$ cat src/rtl/smsf_cfg.svh
// constants of the secondary measurement status block
`ifndef SMSF_CFG_SVH
`define SMSF_CFG_SVH

`define SMSF_AW 16
`define SMSF_DW 16

`define SMSF_OFF_STATUS 16'h1C3E
`define SMSF_OFF_SYNC_FIRST 16'h1C40
`define SMSF_OFF_SYNC_LAST 16'h1C51
`define SMSF_OFF_APP_FIRST 16'h1C53
`define SMSF_OFF_APP_LAST 16'h1C56
`define SMSF_OFF_PER_FIRST 16'h1C73
`define SMSF_OFF_PER_LAST 16'h1C7F
`define SMSF_OFF_PER_CTRL 16'h1C30
`define SMSF_OFF_IRQ_STAT 16'h1C20
`define SMSF_OFF_IRQ_CLR 16'h1C21
`define SMSF_OFF_IRQ_EN 16'h1C22

`define SMSF_BIT_SUPPLY 12
`define SMSF_BIT_FAST 10
`define SMSF_BIT_SYNC 9
`define SMSF_BIT_PER 8
`define SMSF_BIT_APP_LO 0
`define SMSF_BIT_APP_HI 3

`define SMSF_PMODE_OFF 2'h0
`define SMSF_PMODE_AUTO 2'h1
`define SMSF_PMODE_ONCE 2'h2
`define SMSF_PMODE_RST 2'h0

`define SMSF_IRQ_FAST 0
`define SMSF_IRQ_SYNC 1
`define SMSF_IRQ_PER 2
`define SMSF_IRQ_SUPPLY 3
`define SMSF_IRQ_W 4

`define SMSF_APP_SAMPLES 16
`define SMSF_APP_INVALID 16'h8000
`define SMSF_APP_N 4

`endif

$ cat src/rtl/smsf_pkg.sv
// types of the secondary measurement status block
`include "smsf_cfg.svh"

package smsf_pkg;

	typedef logic [1:0] smsf_pmode_t;

	typedef struct packed {
		logic [`SMSF_AW-1:0] addr;
		logic [`SMSF_DW-1:0] wdata;
		logic wr;
		logic rd;
	} smsf_bus_t;

	typedef struct packed {
		logic fast_done;
		logic sync_done;
		logic per_done;
	} smsf_evt_t;

endpackage

$ cat src/rtl/smsf_status.sv
// secondary measurement status flags with application result registers
//
// The plain strobed port was left to the implementer.
`timescale 1ns/100ps
`default_nettype none
`include "smsf_cfg.svh"

// Contract
// - bit 12 reads 1 while a supply error is detected, else 0; resets 0.
// - reserved bits 11 and 7:4 always read zero.
// - bit 10 sets on fast data; clears on sync result read or sync cycle end.
// - bit 9 sets on sync data; clears on sync result read or fast cycle end.
// - bit 8 sets whenever a new periodic result set is generated.
// - in automatic mode any read of periodic result range clears bit 8.
// - in single-request mode writing single-request clears bit 8; reads do not.
// - bits 3:0 read 1 once an input holds at least 16 samples.
// - an application result register returns to 8000h right after it is read; a capture accepted in the read cycle loads the new value instead.
module smsf_status
	import smsf_pkg::*;
#(
	parameter int APP_N = `SMSF_APP_N,
	parameter int APP_SAMPLES = `SMSF_APP_SAMPLES
) (
	input wire logic CLK_IN,
	input wire logic RST_N_IN,
	input wire logic [`SMSF_AW-1:0] ADDR_IN,
	input wire logic [`SMSF_DW-1:0] WDATA_IN,
	input wire logic WR_IN,
	input wire logic RD_IN,
	output logic [`SMSF_DW-1:0] RDATA_OUT,
	input wire logic SUPPLY_FAULT_IN,
	input wire logic FAST_DONE_IN,
	input wire logic SYNC_DONE_IN,
	input wire logic PER_DONE_IN,
	input wire logic [APP_N-1:0] APP_SAMPLE_IN,
	input wire logic [APP_N-1:0] APP_CAPTURE_IN,
	input wire logic [`SMSF_DW-1:0] APP_VALUE_IN,
	output logic [1:0] PER_MODE_OUT,
	output logic PER_REQUEST_OUT,
	output logic IRQ_OUT
);

	localparam int CW = $clog2(APP_SAMPLES + 1);
	localparam logic [CW-1:0] SAMPLES_FULL = CW'(APP_SAMPLES);

	////////////////////////////////////////////////////////////////////////////
	// request bundling

	smsf_bus_t bus;
	smsf_evt_t evt;

	assign bus = '{addr: ADDR_IN, wdata: WDATA_IN, wr: WR_IN, rd: RD_IN};
	assign evt = '{fast_done: FAST_DONE_IN, sync_done: SYNC_DONE_IN, per_done: PER_DONE_IN};

	logic rd_sync_range;
	logic rd_per_range;
	logic wr_ctrl;
	logic wr_once;
	logic wr_irq_clr;
	logic wr_irq_en;

	assign rd_sync_range = bus.rd && bus.addr >= `SMSF_OFF_SYNC_FIRST && bus.addr <= `SMSF_OFF_SYNC_LAST;
	assign rd_per_range = bus.rd && bus.addr >= `SMSF_OFF_PER_FIRST && bus.addr <= `SMSF_OFF_PER_LAST;
	assign wr_ctrl = bus.wr && bus.addr == `SMSF_OFF_PER_CTRL;
	assign wr_once = wr_ctrl && bus.wdata[1:0] == `SMSF_PMODE_ONCE;
	assign wr_irq_clr = bus.wr && bus.addr == `SMSF_OFF_IRQ_CLR;
	assign wr_irq_en = bus.wr && bus.addr == `SMSF_OFF_IRQ_EN;

	////////////////////////////////////////////////////////////////////////////
	// supply fault input, asynchronous to our clock

	logic sup_s1_r;
	logic sup_s2_r;
	logic sup_s3_r;
	logic supply_fault_flag_r;

	always_ff @(posedge CLK_IN) begin
		if (!RST_N_IN) begin
			sup_s1_r <= 1'b0;
			sup_s2_r <= 1'b0;
			sup_s3_r <= 1'b0;
		end else begin
			sup_s1_r <= SUPPLY_FAULT_IN;
			sup_s2_r <= sup_s1_r;
			sup_s3_r <= sup_s2_r;
		end
	end

	// only an agreed level counts, so a single glitch cannot toggle the flag
	always_ff @(posedge CLK_IN) begin
		if (!RST_N_IN) begin
			supply_fault_flag_r <= 1'b0;
		end else if (sup_s2_r == sup_s3_r) begin
			supply_fault_flag_r <= sup_s2_r;
		end
	end

	////////////////////////////////////////////////////////////////////////////
	// fast and synchronous ready flags; a set beats a clear in the same cycle

	logic fast_cell_data_ready_r;
	logic synchronous_data_ready_r;

	always_ff @(posedge CLK_IN) begin
		if (!RST_N_IN) begin
			fast_cell_data_ready_r <= 1'b0;
		end else if (evt.fast_done) begin
			fast_cell_data_ready_r <= 1'b1;
		end else if (rd_sync_range || evt.sync_done) begin
			fast_cell_data_ready_r <= 1'b0;
		end
	end

	always_ff @(posedge CLK_IN) begin
		if (!RST_N_IN) begin
			synchronous_data_ready_r <= 1'b0;
		end else if (evt.sync_done) begin
			synchronous_data_ready_r <= 1'b1;
		end else if (rd_sync_range || evt.fast_done) begin
			synchronous_data_ready_r <= 1'b0;
		end
	end

	////////////////////////////////////////////////////////////////////////////
	// periodic control and ready flag

	smsf_pmode_t periodic_update_control_r;
	logic per_request_r;
	logic periodic_result_ready_r;
	logic per_clear;

	always_ff @(posedge CLK_IN) begin
		if (!RST_N_IN) begin
			periodic_update_control_r <= `SMSF_PMODE_RST;
		end else if (wr_ctrl) begin
			periodic_update_control_r <= bus.wdata[1:0];
		end
	end

	// the engine sees one request pulse per single-request write
	always_ff @(posedge CLK_IN) begin
		if (!RST_N_IN) begin
			per_request_r <= 1'b0;
		end else begin
			per_request_r <= wr_once;
		end
	end

	// reads clear only in automatic mode; in single-request mode only the write does
	assign per_clear = (rd_per_range && periodic_update_control_r == `SMSF_PMODE_AUTO)
		|| wr_once;

	always_ff @(posedge CLK_IN) begin
		if (!RST_N_IN) begin
			periodic_result_ready_r <= 1'b0;
		end else if (evt.per_done) begin
			periodic_result_ready_r <= 1'b1;
		end else if (per_clear) begin
			periodic_result_ready_r <= 1'b0;
		end
	end

	////////////////////////////////////////////////////////////////////////////
	// per input sample counters and application result registers

	logic [APP_N-1:0] app_ready;
	logic [`SMSF_DW-1:0] app_result_r [APP_N];

	genvar gi;
	generate
		for (gi = 0; gi < APP_N; gi++) begin : g_app
			logic [CW-1:0] cnt_r;
			logic rd_me;

			assign rd_me = bus.rd && bus.addr == `SMSF_OFF_APP_FIRST + 16'(gi);
			assign app_ready[gi] = cnt_r >= SAMPLES_FULL;

			// counter saturates so a long idle period cannot wrap it back below the threshold
			always_ff @(posedge CLK_IN) begin
				if (!RST_N_IN) begin
					cnt_r <= '0;
				end else if (APP_CAPTURE_IN[gi] && app_ready[gi]) begin
					cnt_r <= '0;
				end else if (APP_SAMPLE_IN[gi] && !app_ready[gi]) begin
					cnt_r <= cnt_r + CW'(1);
				end
			end

			// a capture accepted in the read cycle (input ready) wins, so its fresh value is not cleared by the read
			always_ff @(posedge CLK_IN) begin
				if (!RST_N_IN) begin
					app_result_r[gi] <= `SMSF_APP_INVALID;
				end else if (APP_CAPTURE_IN[gi] && app_ready[gi]) begin
					app_result_r[gi] <= APP_VALUE_IN;
				end else if (rd_me) begin
					app_result_r[gi] <= `SMSF_APP_INVALID;
				end
			end
		end
	endgenerate

	////////////////////////////////////////////////////////////////////////////
	// status word

	logic [`SMSF_DW-1:0] status_word;

	always_comb begin
		status_word = '0;
		status_word[`SMSF_BIT_SUPPLY] = supply_fault_flag_r;
		status_word[`SMSF_BIT_FAST] = fast_cell_data_ready_r;
		status_word[`SMSF_BIT_SYNC] = synchronous_data_ready_r;
		status_word[`SMSF_BIT_PER] = periodic_result_ready_r;
		status_word[`SMSF_BIT_APP_HI:`SMSF_BIT_APP_LO] = app_ready[3:0];
	end

	////////////////////////////////////////////////////////////////////////////
	// interrupt status, write-one clear, enable

	logic [`SMSF_IRQ_W-1:0] irq_set;
	logic [`SMSF_IRQ_W-1:0] irq_stat_r;
	logic [`SMSF_IRQ_W-1:0] irq_en_r;
	logic irq_r;
	logic sup_prev_r;

	always_ff @(posedge CLK_IN) begin
		if (!RST_N_IN) begin
			sup_prev_r <= 1'b0;
		end else begin
			sup_prev_r <= supply_fault_flag_r;
		end
	end

	always_comb begin
		irq_set = '0;
		irq_set[`SMSF_IRQ_FAST] = evt.fast_done;
		irq_set[`SMSF_IRQ_SYNC] = evt.sync_done;
		irq_set[`SMSF_IRQ_PER] = evt.per_done;
		irq_set[`SMSF_IRQ_SUPPLY] = supply_fault_flag_r && !sup_prev_r;
	end

	always_ff @(posedge CLK_IN) begin
		if (!RST_N_IN) begin
			irq_stat_r <= '0;
		end else if (wr_irq_clr) begin
			irq_stat_r <= (irq_stat_r & ~bus.wdata[`SMSF_IRQ_W-1:0]) | irq_set;
		end else begin
			irq_stat_r <= irq_stat_r | irq_set;
		end
	end

	always_ff @(posedge CLK_IN) begin
		if (!RST_N_IN) begin
			irq_en_r <= '0;
		end else if (wr_irq_en) begin
			irq_en_r <= bus.wdata[`SMSF_IRQ_W-1:0];
		end
	end

	// one cycle behind the status so the pin comes straight from a flop
	always_ff @(posedge CLK_IN) begin
		if (!RST_N_IN) begin
			irq_r <= 1'b0;
		end else begin
			irq_r <= |(irq_stat_r & irq_en_r);
		end
	end

	////////////////////////////////////////////////////////////////////////////
	// read port; status reads have no side effects and status writes decode nowhere

	logic [`SMSF_DW-1:0] rdata_nxt;
	logic [`SMSF_DW-1:0] rdata_r;
	logic [1:0] app_idx;

	assign app_idx = 2'(bus.addr - `SMSF_OFF_APP_FIRST);

	always_comb begin
		rdata_nxt = '0;
		if (bus.rd) begin
			if (bus.addr == `SMSF_OFF_STATUS) begin
				rdata_nxt = status_word;
			end else if (bus.addr >= `SMSF_OFF_APP_FIRST && bus.addr <= `SMSF_OFF_APP_LAST) begin
				rdata_nxt = app_result_r[app_idx];
			end else if (bus.addr == `SMSF_OFF_PER_CTRL) begin
				rdata_nxt = {14'h0000, periodic_update_control_r};
			end else if (bus.addr == `SMSF_OFF_IRQ_STAT) begin
				rdata_nxt = {12'h000, irq_stat_r};
			end else if (bus.addr == `SMSF_OFF_IRQ_EN) begin
				rdata_nxt = {12'h000, irq_en_r};
			end
		end
	end

	always_ff @(posedge CLK_IN) begin
		if (!RST_N_IN) begin
			rdata_r <= '0;
		end else begin
			rdata_r <= rdata_nxt;
		end
	end

	assign RDATA_OUT = rdata_r;
	assign PER_MODE_OUT = periodic_update_control_r;
	assign PER_REQUEST_OUT = per_request_r;
	assign IRQ_OUT = irq_r;

endmodule // smsf_status
`default_nettype wire

$ cat config.mk
export PLATFORM = sky130hd
export DESIGN_NAME = smsf_status
export DESIGN_NICKNAME = d
export VERILOG_FILES = /design/src/rtl/smsf_pkg.sv /design/src/rtl/smsf_status.sv
export VERILOG_INCLUDE_DIRS = /design/src /design/src/rtl
export SDC_FILE = /design/constraint.sdc
export NUM_CORES = 1
export LEC_CHECK = 0
export BUFFER_PORTS_ARGS = -buffer_cell sky130_fd_sc_hd__buf_2
export CAP_MARGIN = 20
export CORE_MARGIN = 2
export CORE_UTILIZATION = 30
export CTS_CLUSTER_DIAMETER = 50
export DETAILED_ROUTE_END_ITERATION = 10
export REMOVE_ABC_BUFFERS = 1
export SLEW_MARGIN = 0
export SYNTH_ARGS = -nofsm -noshare
export SYNTH_HDL_FRONTEND = slang
export SYNTH_SLANG_ARGS = --single-unit
$ cat constraint.sdc
create_clock -name CLK_IN -period 2.8 [get_ports CLK_IN]
set_clock_uncertainty 0.1 [all_clocks]
set_input_delay 0.14 -clock CLK_IN [delete_from_list [all_inputs] [get_ports CLK_IN]]
set_output_delay 0.14 -clock CLK_IN [all_outputs]
set_load 0.005 [all_outputs]
==> reports/results.tsv, run 1 <==
metric	value	unit
die_h	138	µm
antenna_cells	0	
ys.warnings.count	0	
nNetsFinal	630	
tns	0	ns
dr.pass1.iters	4	
p_per_area	625	nW/µm²
die_w	138	µm
grt_usage	0.150	
tritoncts	yes	
rsz0062_at_grt	false	
area_growth	28.2	%
startpoint	ADDR_IN[9]	
num_vias	3835	
grt_pass1_vias	3951	
end_kind	flip-flop	
fin_util	0.396	
fin_crit	2.28	ns
cts.clk_slew.worst_paths	0.05	ns
fmax	438	MHz
fp.coreArea	17400	µm²
hp-class	in -> reg	
ant_nets	0	
required	3.00	ns
slowest_stage	or4_1	
dp_hpwl	8.91	mm
slowest_delay	0.56	ns
finish.instance_area	6900	µm²
drt-total-wl	13.3	mm
synth_edf_count	64	
postPlaceCellArea	6030	µm²
seq_area_frac_synth	0.565	
cts.sinks	120	
cp-start-kind	primary input	
p_leak	0.00277	µW
htree_levels	4	
maxSlewViolCount	0	
synth_top_flop_cell	edfxtp_1	
synth_area_per_cell	12.3	µm²
ys_top_cells_by_area	edfxtp_1, dfxtp_1, and2_1	
ys_async_sr_fraction	0	
final_common_cell	buf_2	
hp-start	APP_CAPTURE_IN[2]	
io_buffers	71	
grt_antenna_before_repair	0	
grt_pass1_wl	20.9	mm
layout_common_cells	buf_2, and2_1, edfxtp_1	
ys_types	55	
drv_cap	0	
numCtsBuffers	17	
cts-root-buf	clkbuf_16	
drc	0	
relSlewSlack	0.528	
syn_inst	439	
post_cts_buffers	0	
cp_cell_sequence	buf_2, or4_1, buf_4, nor4_4, and4_1, a21boi_1, o21a_1, dlygate4sd3_1	
status	finished, final reports clean	
synth_top_cell_by_area	edfxtp_1	
r2r_slack	1.16	ns
hold_viol_final	0	
synth.top_cell.area_share	0.357	
cp.arrival	2.48	ns
path_max_fanout	5	
syn_area	5390	µm²
ys_ff_latch	120	
r2r_start	g_app[1].cnt_r[4]	
start_util	0.309	
vias_per_cell	4.85	
ctsResizeCount	0	
fillCellCount	1695	
io_pins	84	
critical_path_class	in -> reg	
grt_overflow_total	0	
clockBufferDepth	2	
post_drt_wl_per_cell	16.9	µm
grt_max_degree	31	
dieArea	19000	µm²
drive_above_1_share	0.239	
drtIter0Drc	237	
worstMarginPinSlew	0.709	ns
gp_congestion	0.825	
ir_drop	0.559	mV
finalSetupViolCount	0	
insertion_delay	0.42	ns
fin_crit_sh	0.815	
rows	48	
kinds of logic (layout without fill, tap and decap cells):
kind of cell | count (synthesis) | after routing | share of synthesized area
fa+ha+maj | 13 | 13 | 0.0302
buf+inv | 28 | 155 | 0.0204
xor+xnor | 8 | 8 | 0.0130
flops | 120 | 120 | 0.565
mux | 22 | 22 | 0.0781
simple gates | 189 | 189 | 0.216
compound gates | 59 | 59 | 0.0771
Yosys cell counts, types with 2 or more instances:
cell type,n
a32oi_1,2
buf_1,2
and4_1,2
nor3_1,2
a22oi_1,6
nor4_4,3
nor2b_1,17
o21bai_1,2
nor2_1,27
and4bb_2,2
a41oi_1,4
mux2i_1,6
ha_1,13
inv_1,13
mux4_2,16
xnor2_1,4
a221o_1,4
nor3b_1,4
nand2_1,19
edfxtp_1,64
nand4_1,5
o21a_1,4
clkbuf_1,9
xor2_1,4
a21boi_1,4
nand2b_1,6
and3_1,13
dfxtp_1,56
buf_2,4
a21oi_1,10
nand4b_1,2
or3_1,4
and2_1,64
nand3_1,6
a21boi_0,2
o21ai_0,12
nor4_1,2
a21o_1,2
or2_2,2
area by class of cell:
cell class / count / area (µm²) / share of cell area
clock buffer: 26 / 510 / 0.0740
clock inverter: 6 / 62.6 / 0.00906
inverter: 13 / 48.8 / 0.00707
multi-input combinational: 291 / 2230 / 0.323
sequential: 120 / 3040 / 0.441
tap: 225 / 282 / 0.0408
timing repair buffer: 110 / 723 / 0.105
repair_timing:
| item | CTS | global route |
|---|---|---|
| hold endpoints to repair | 82 | 0 |
| hold buffers | 30 | 0 |
| endpoints found under the setup margin | 0 | 0 |
registers in the layout (all words and copies together), names as in the netlist, 2 cells and up:
register	flops
g_app.cnt_r	20
PER_MODE_OUT	2
irq_en_r	4
app_result_r	64
RDATA_OUT	16
irq_stat_r	4
path summary, 6_finish.rpt:
check | to | depth (start not counted)
min reg2reg | sup_s2_r | 1
max | irq_stat_r[2] | 8
max reg2reg | app_result_r[1][11] | 2
min | g_app[2].cnt_r[3] | 4
through the flow:
stage               cells  hold slack, ns  power, µW  worst slack, ns
floorplan             424           0.149       2090            0.333
global placement      729           0.266       2210            0.444
detailed placement    729           0.266       2220            0.419
CTS                   791          0.0419       4340            0.529
global route          791          0.0765       4470            0.412
finish                791          0.0468       4310            0.517
routing by layer:
metal | global-route usage | vias to the layer above | share of wire
met5 | 0 | - | 0
met4 | 0.0516 | 0 | 0.013
met3 | 0.0464 | 14 | 0.053
met2 | 0.247 | 103 | 0.49
met1 | 0.188 | 1885 | 0.45
li1 | - | 1833 | -
power by group:
part	switching, µW	leakage (µW)	total, µW	internal, µW
registers	23.3	0.00110	1920	1900
logic	154	0.00139	292	138
clock network	754	0.000280	2100	1340
total	931	0.00277	4310	3380
worst max-delay path, delay by kind of cell:
kind	cells	cell delay, ns
AO/OA/AOI/OAI	2	0.26
buffers and inverters	3	0.84
AND/OR/NAND/NOR	3	1.24
Note: power is estimated with default switching activity, not from simulation.
==> inputs of run 2 (changes only) <==
- ABC_AREA: default -> 1
- clock period: 2.8 -> 1.8 ns (I/O delays scaled with it)
==> run 2 against run 1 <==
Effect of this change:
- count of clock-buffer cells in the layout down 3
- cell count increased by 30%
- hold slack better by 0.0053 ns
- sequential share of layout area is 2.1 points lower
- core utilization up 0.62 points
- combinational power grew 88%
==> reports/results.tsv, run 2 <==
metric	value	unit	change
ys_types	35		-36%
cts.clk_slew.worst_paths	0.05	ns	about the same
ant_nets	0		unchanged
drv_cap	0		unchanged
numCtsBuffers	17		unchanged
slowest_delay	0.55	ns	about the same
maxSlewViolCount	0		unchanged
p_leak	0.00321	µW	+16%
final_common_cell	nor2_1		
synthMostInstantiatedCell	nor2_1		
start_util	0.307		-0.00182
fin_crit_sh	0.955		
post_cts_buffers	0		unchanged
synthTopCellsByCount	nor2_1, inv_1, nand2_1		
required	1.86	ns	-1.14 ns
fin_crit	1.72	ns	
power	6550	µW	+52%
insertion_delay	0.42	ns	about the same
fmax	582	MHz	
path_max_fanout	8		+3
area_growth	30.9	%	
clockBufferDepth	2		unchanged
gp_congestion	0.793		-3.9%
rsz0062_at_grt	false		
hold_viol_final	0		unchanged
worst-path-buf-inv	4		+1
grt_max_degree	33		+6.5%
htree_levels	4		unchanged
syn_inst	647		+47%
rows	49		+2.1%
largest_reg_flops	64		unchanged
relSlewSlack	0.749		+0.221
crit_path_frequent_cell	dlygate4sd3_1		
dp_slack	0.0521	ns	-0.367 ns
die_h	140	µm	+1.4%
drc	0		unchanged
synth_area_per_cell	8.56	µm²	-30%
tritoncts	yes		
fin_cells	1025		+30%
dp_hpwl	9.58	mm	+7.5%
grt_usage	0.143		-0.00713
antenna_cells	0		unchanged
dr.pass1.iters	5		+1
fp.coreArea	18000	µm²	+3.5%
cp.arrival	1.78	ns	-0.70 ns
dp.cells	952		+31%
seq_area_frac_synth	0.549		-0.0158
synth_top_flop_cell	edfxtp_1		
ys.warnings.count	0		unchanged
finalSetupViolCount	0		unchanged
dieArea	19600	µm²	+2.8%
ys_async_sr_fraction	0		unchanged
synth_edf_count	64		unchanged
grt_pass1_wl	21.8	mm	+4.5%
grt_pass1_vias	4519		+14%
syn_area	5540	µm²	+2.9%
io_buffers	71		unchanged
drtIter0Drc	230		-3.0%
layout_common_cells	nor2_1, inv_1, nand2_1		
ys_ff_latch	120		unchanged
grt_antenna_before_repair	0		unchanged
ir_drop	0.793	mV	+42%
synth.top_cell.area_share	0.347		-0.00999
path_delay_family	buffers and inverters		
hp-class	in -> reg		
post_drt_wl_per_cell	13.2	µm	-22%
drive_above_1_share	0.198		-0.0400
ys_top_cells_by_area	edfxtp_1, dfxtp_1, nor2_1		
cts.sinks	120		unchanged
cts-root-buf	clkbuf_16		
nNetsFinal	860		+37%
vias_per_cell	4.50		-7.1%
grt_overflow_total	0		unchanged
fin_ws	0.0818	ns	-0.435 ns
num_vias	4616		+20%
critical_path_class	in -> reg		
worstMarginPinSlew	0.375	ns	-0.333 ns
drt-total-wl	13.5	mm	+1.2%
synth_top_cell_by_area	edfxtp_1		
die_w	140	µm	+1.4%
cp-start-kind	primary input		
fin_util	0.402		+0.00621
end_kind	flip-flop		
io_pins	84		unchanged
slowest_stage	dlygate4sd3_1		
regMostFlops	app_result_r		
p_per_area	903	nW/µm²	+45%
status	finished, final reports clean		
cp_cell_sequence	dlygate4sd3_1, buf_2, inv_2, nor2_1, nand2_1, dlygate4sd3_1		
==> run 2: cell families after synthesis <==
| group | share of synthesized area |
|---|---|
| compound gates | 0.107 |
| buf+inv | 0.0781 |
| xor+xnor | 0.00474 |
| flops | 0.549 |
| fa+ha+maj | 0.0294 |
| simple gates | 0.231 |
==> run 2: worst paths after layout <==
| check | startpoint | to | slack (ns) | cells past startpoint |
|---|---|---|---|---|
| setup / recovery | RST_N_IN | app_result_r[0][15] | 0.08 | 6 |
| hold / removal | ADDR_IN[2] | RDATA_OUT[9] | 0.05 | 5 |
| setup reg to reg | PER_MODE_OUT[0] | periodic_result_ready_r | 0.14 | 6 |
| hold reg to reg | sup_s1_r | sup_s2_r | 0.32 | 2 |
==> run 2: power breakdown <==
group | total [µW] | leakage [µW] | internal, µW | switching, µW
sequential | 2990 | 0.00110 | 2960 | 32.5
combinational | 550 | 0.00184 | 228 | 323
clock | 3010 | 0.000262 | 1840 | 1170
total | 6550 | 0.00321 | 5030 | 1520
==> run 2: metal layers <==
layer | wire length [µm] | GRT usage | vias to the layer above | share of wire
met5 | 0 | 0 | - | 0
met4 | 325 | 0.0711 | 0 | 0.024
met3 | 619 | 0.0328 | 24 | 0.046
met2 | 6440 | 0.238 | 105 | 0.48
met1 | 6110 | 0.176 | 2119 | 0.45
li1 | - | - | 2368 | -
==> run 2: layout make-up <==
| type | instances | area (µm²) |
|---|---|---|
| repair buffers | 132 | 953 |
| flip-flops and latches | 120 | 3040 |
| clock buffers | 23 | 478 |
| multi-input cells | 415 | 2070 |
| clock inverters | 9 | 50.0 |
| fillers | 1818 | 10800 |
| inverters | 97 | 369 |
| well taps | 229 | 287 |
==> run 2: what timing repair did <==
item / in CTS / in global routing
endpoints found under the hold margin: 92 / 0
hold buffers: 41 / 0
endpoints found under the setup margin: 0 / 17
resized for setup: 0 / 2
==> run 2: per-stage QoR <==
step	instance area [µm²]	hold slack (ns)	setup TNS (ns)
after floorplan	5470	0.0835	-49.91
after global placement	6310	0.204	0
after detailed placement	6310	0.206	0
after CTS	7250	0.0421	0
after global routing	7250	0.0797	0
final	7250	0.0521	0
==> run 2: worst reg2reg max path, cell delays in order, from the launching register on <==
cell and delay [ns]:
dfxtp_1 0.40, nand2_1 0.07, nor2_1 0.10, nand4_1 0.15
nand3_1 0.13, a21oi_1 0.06, dlygate4sd3_1 0.54
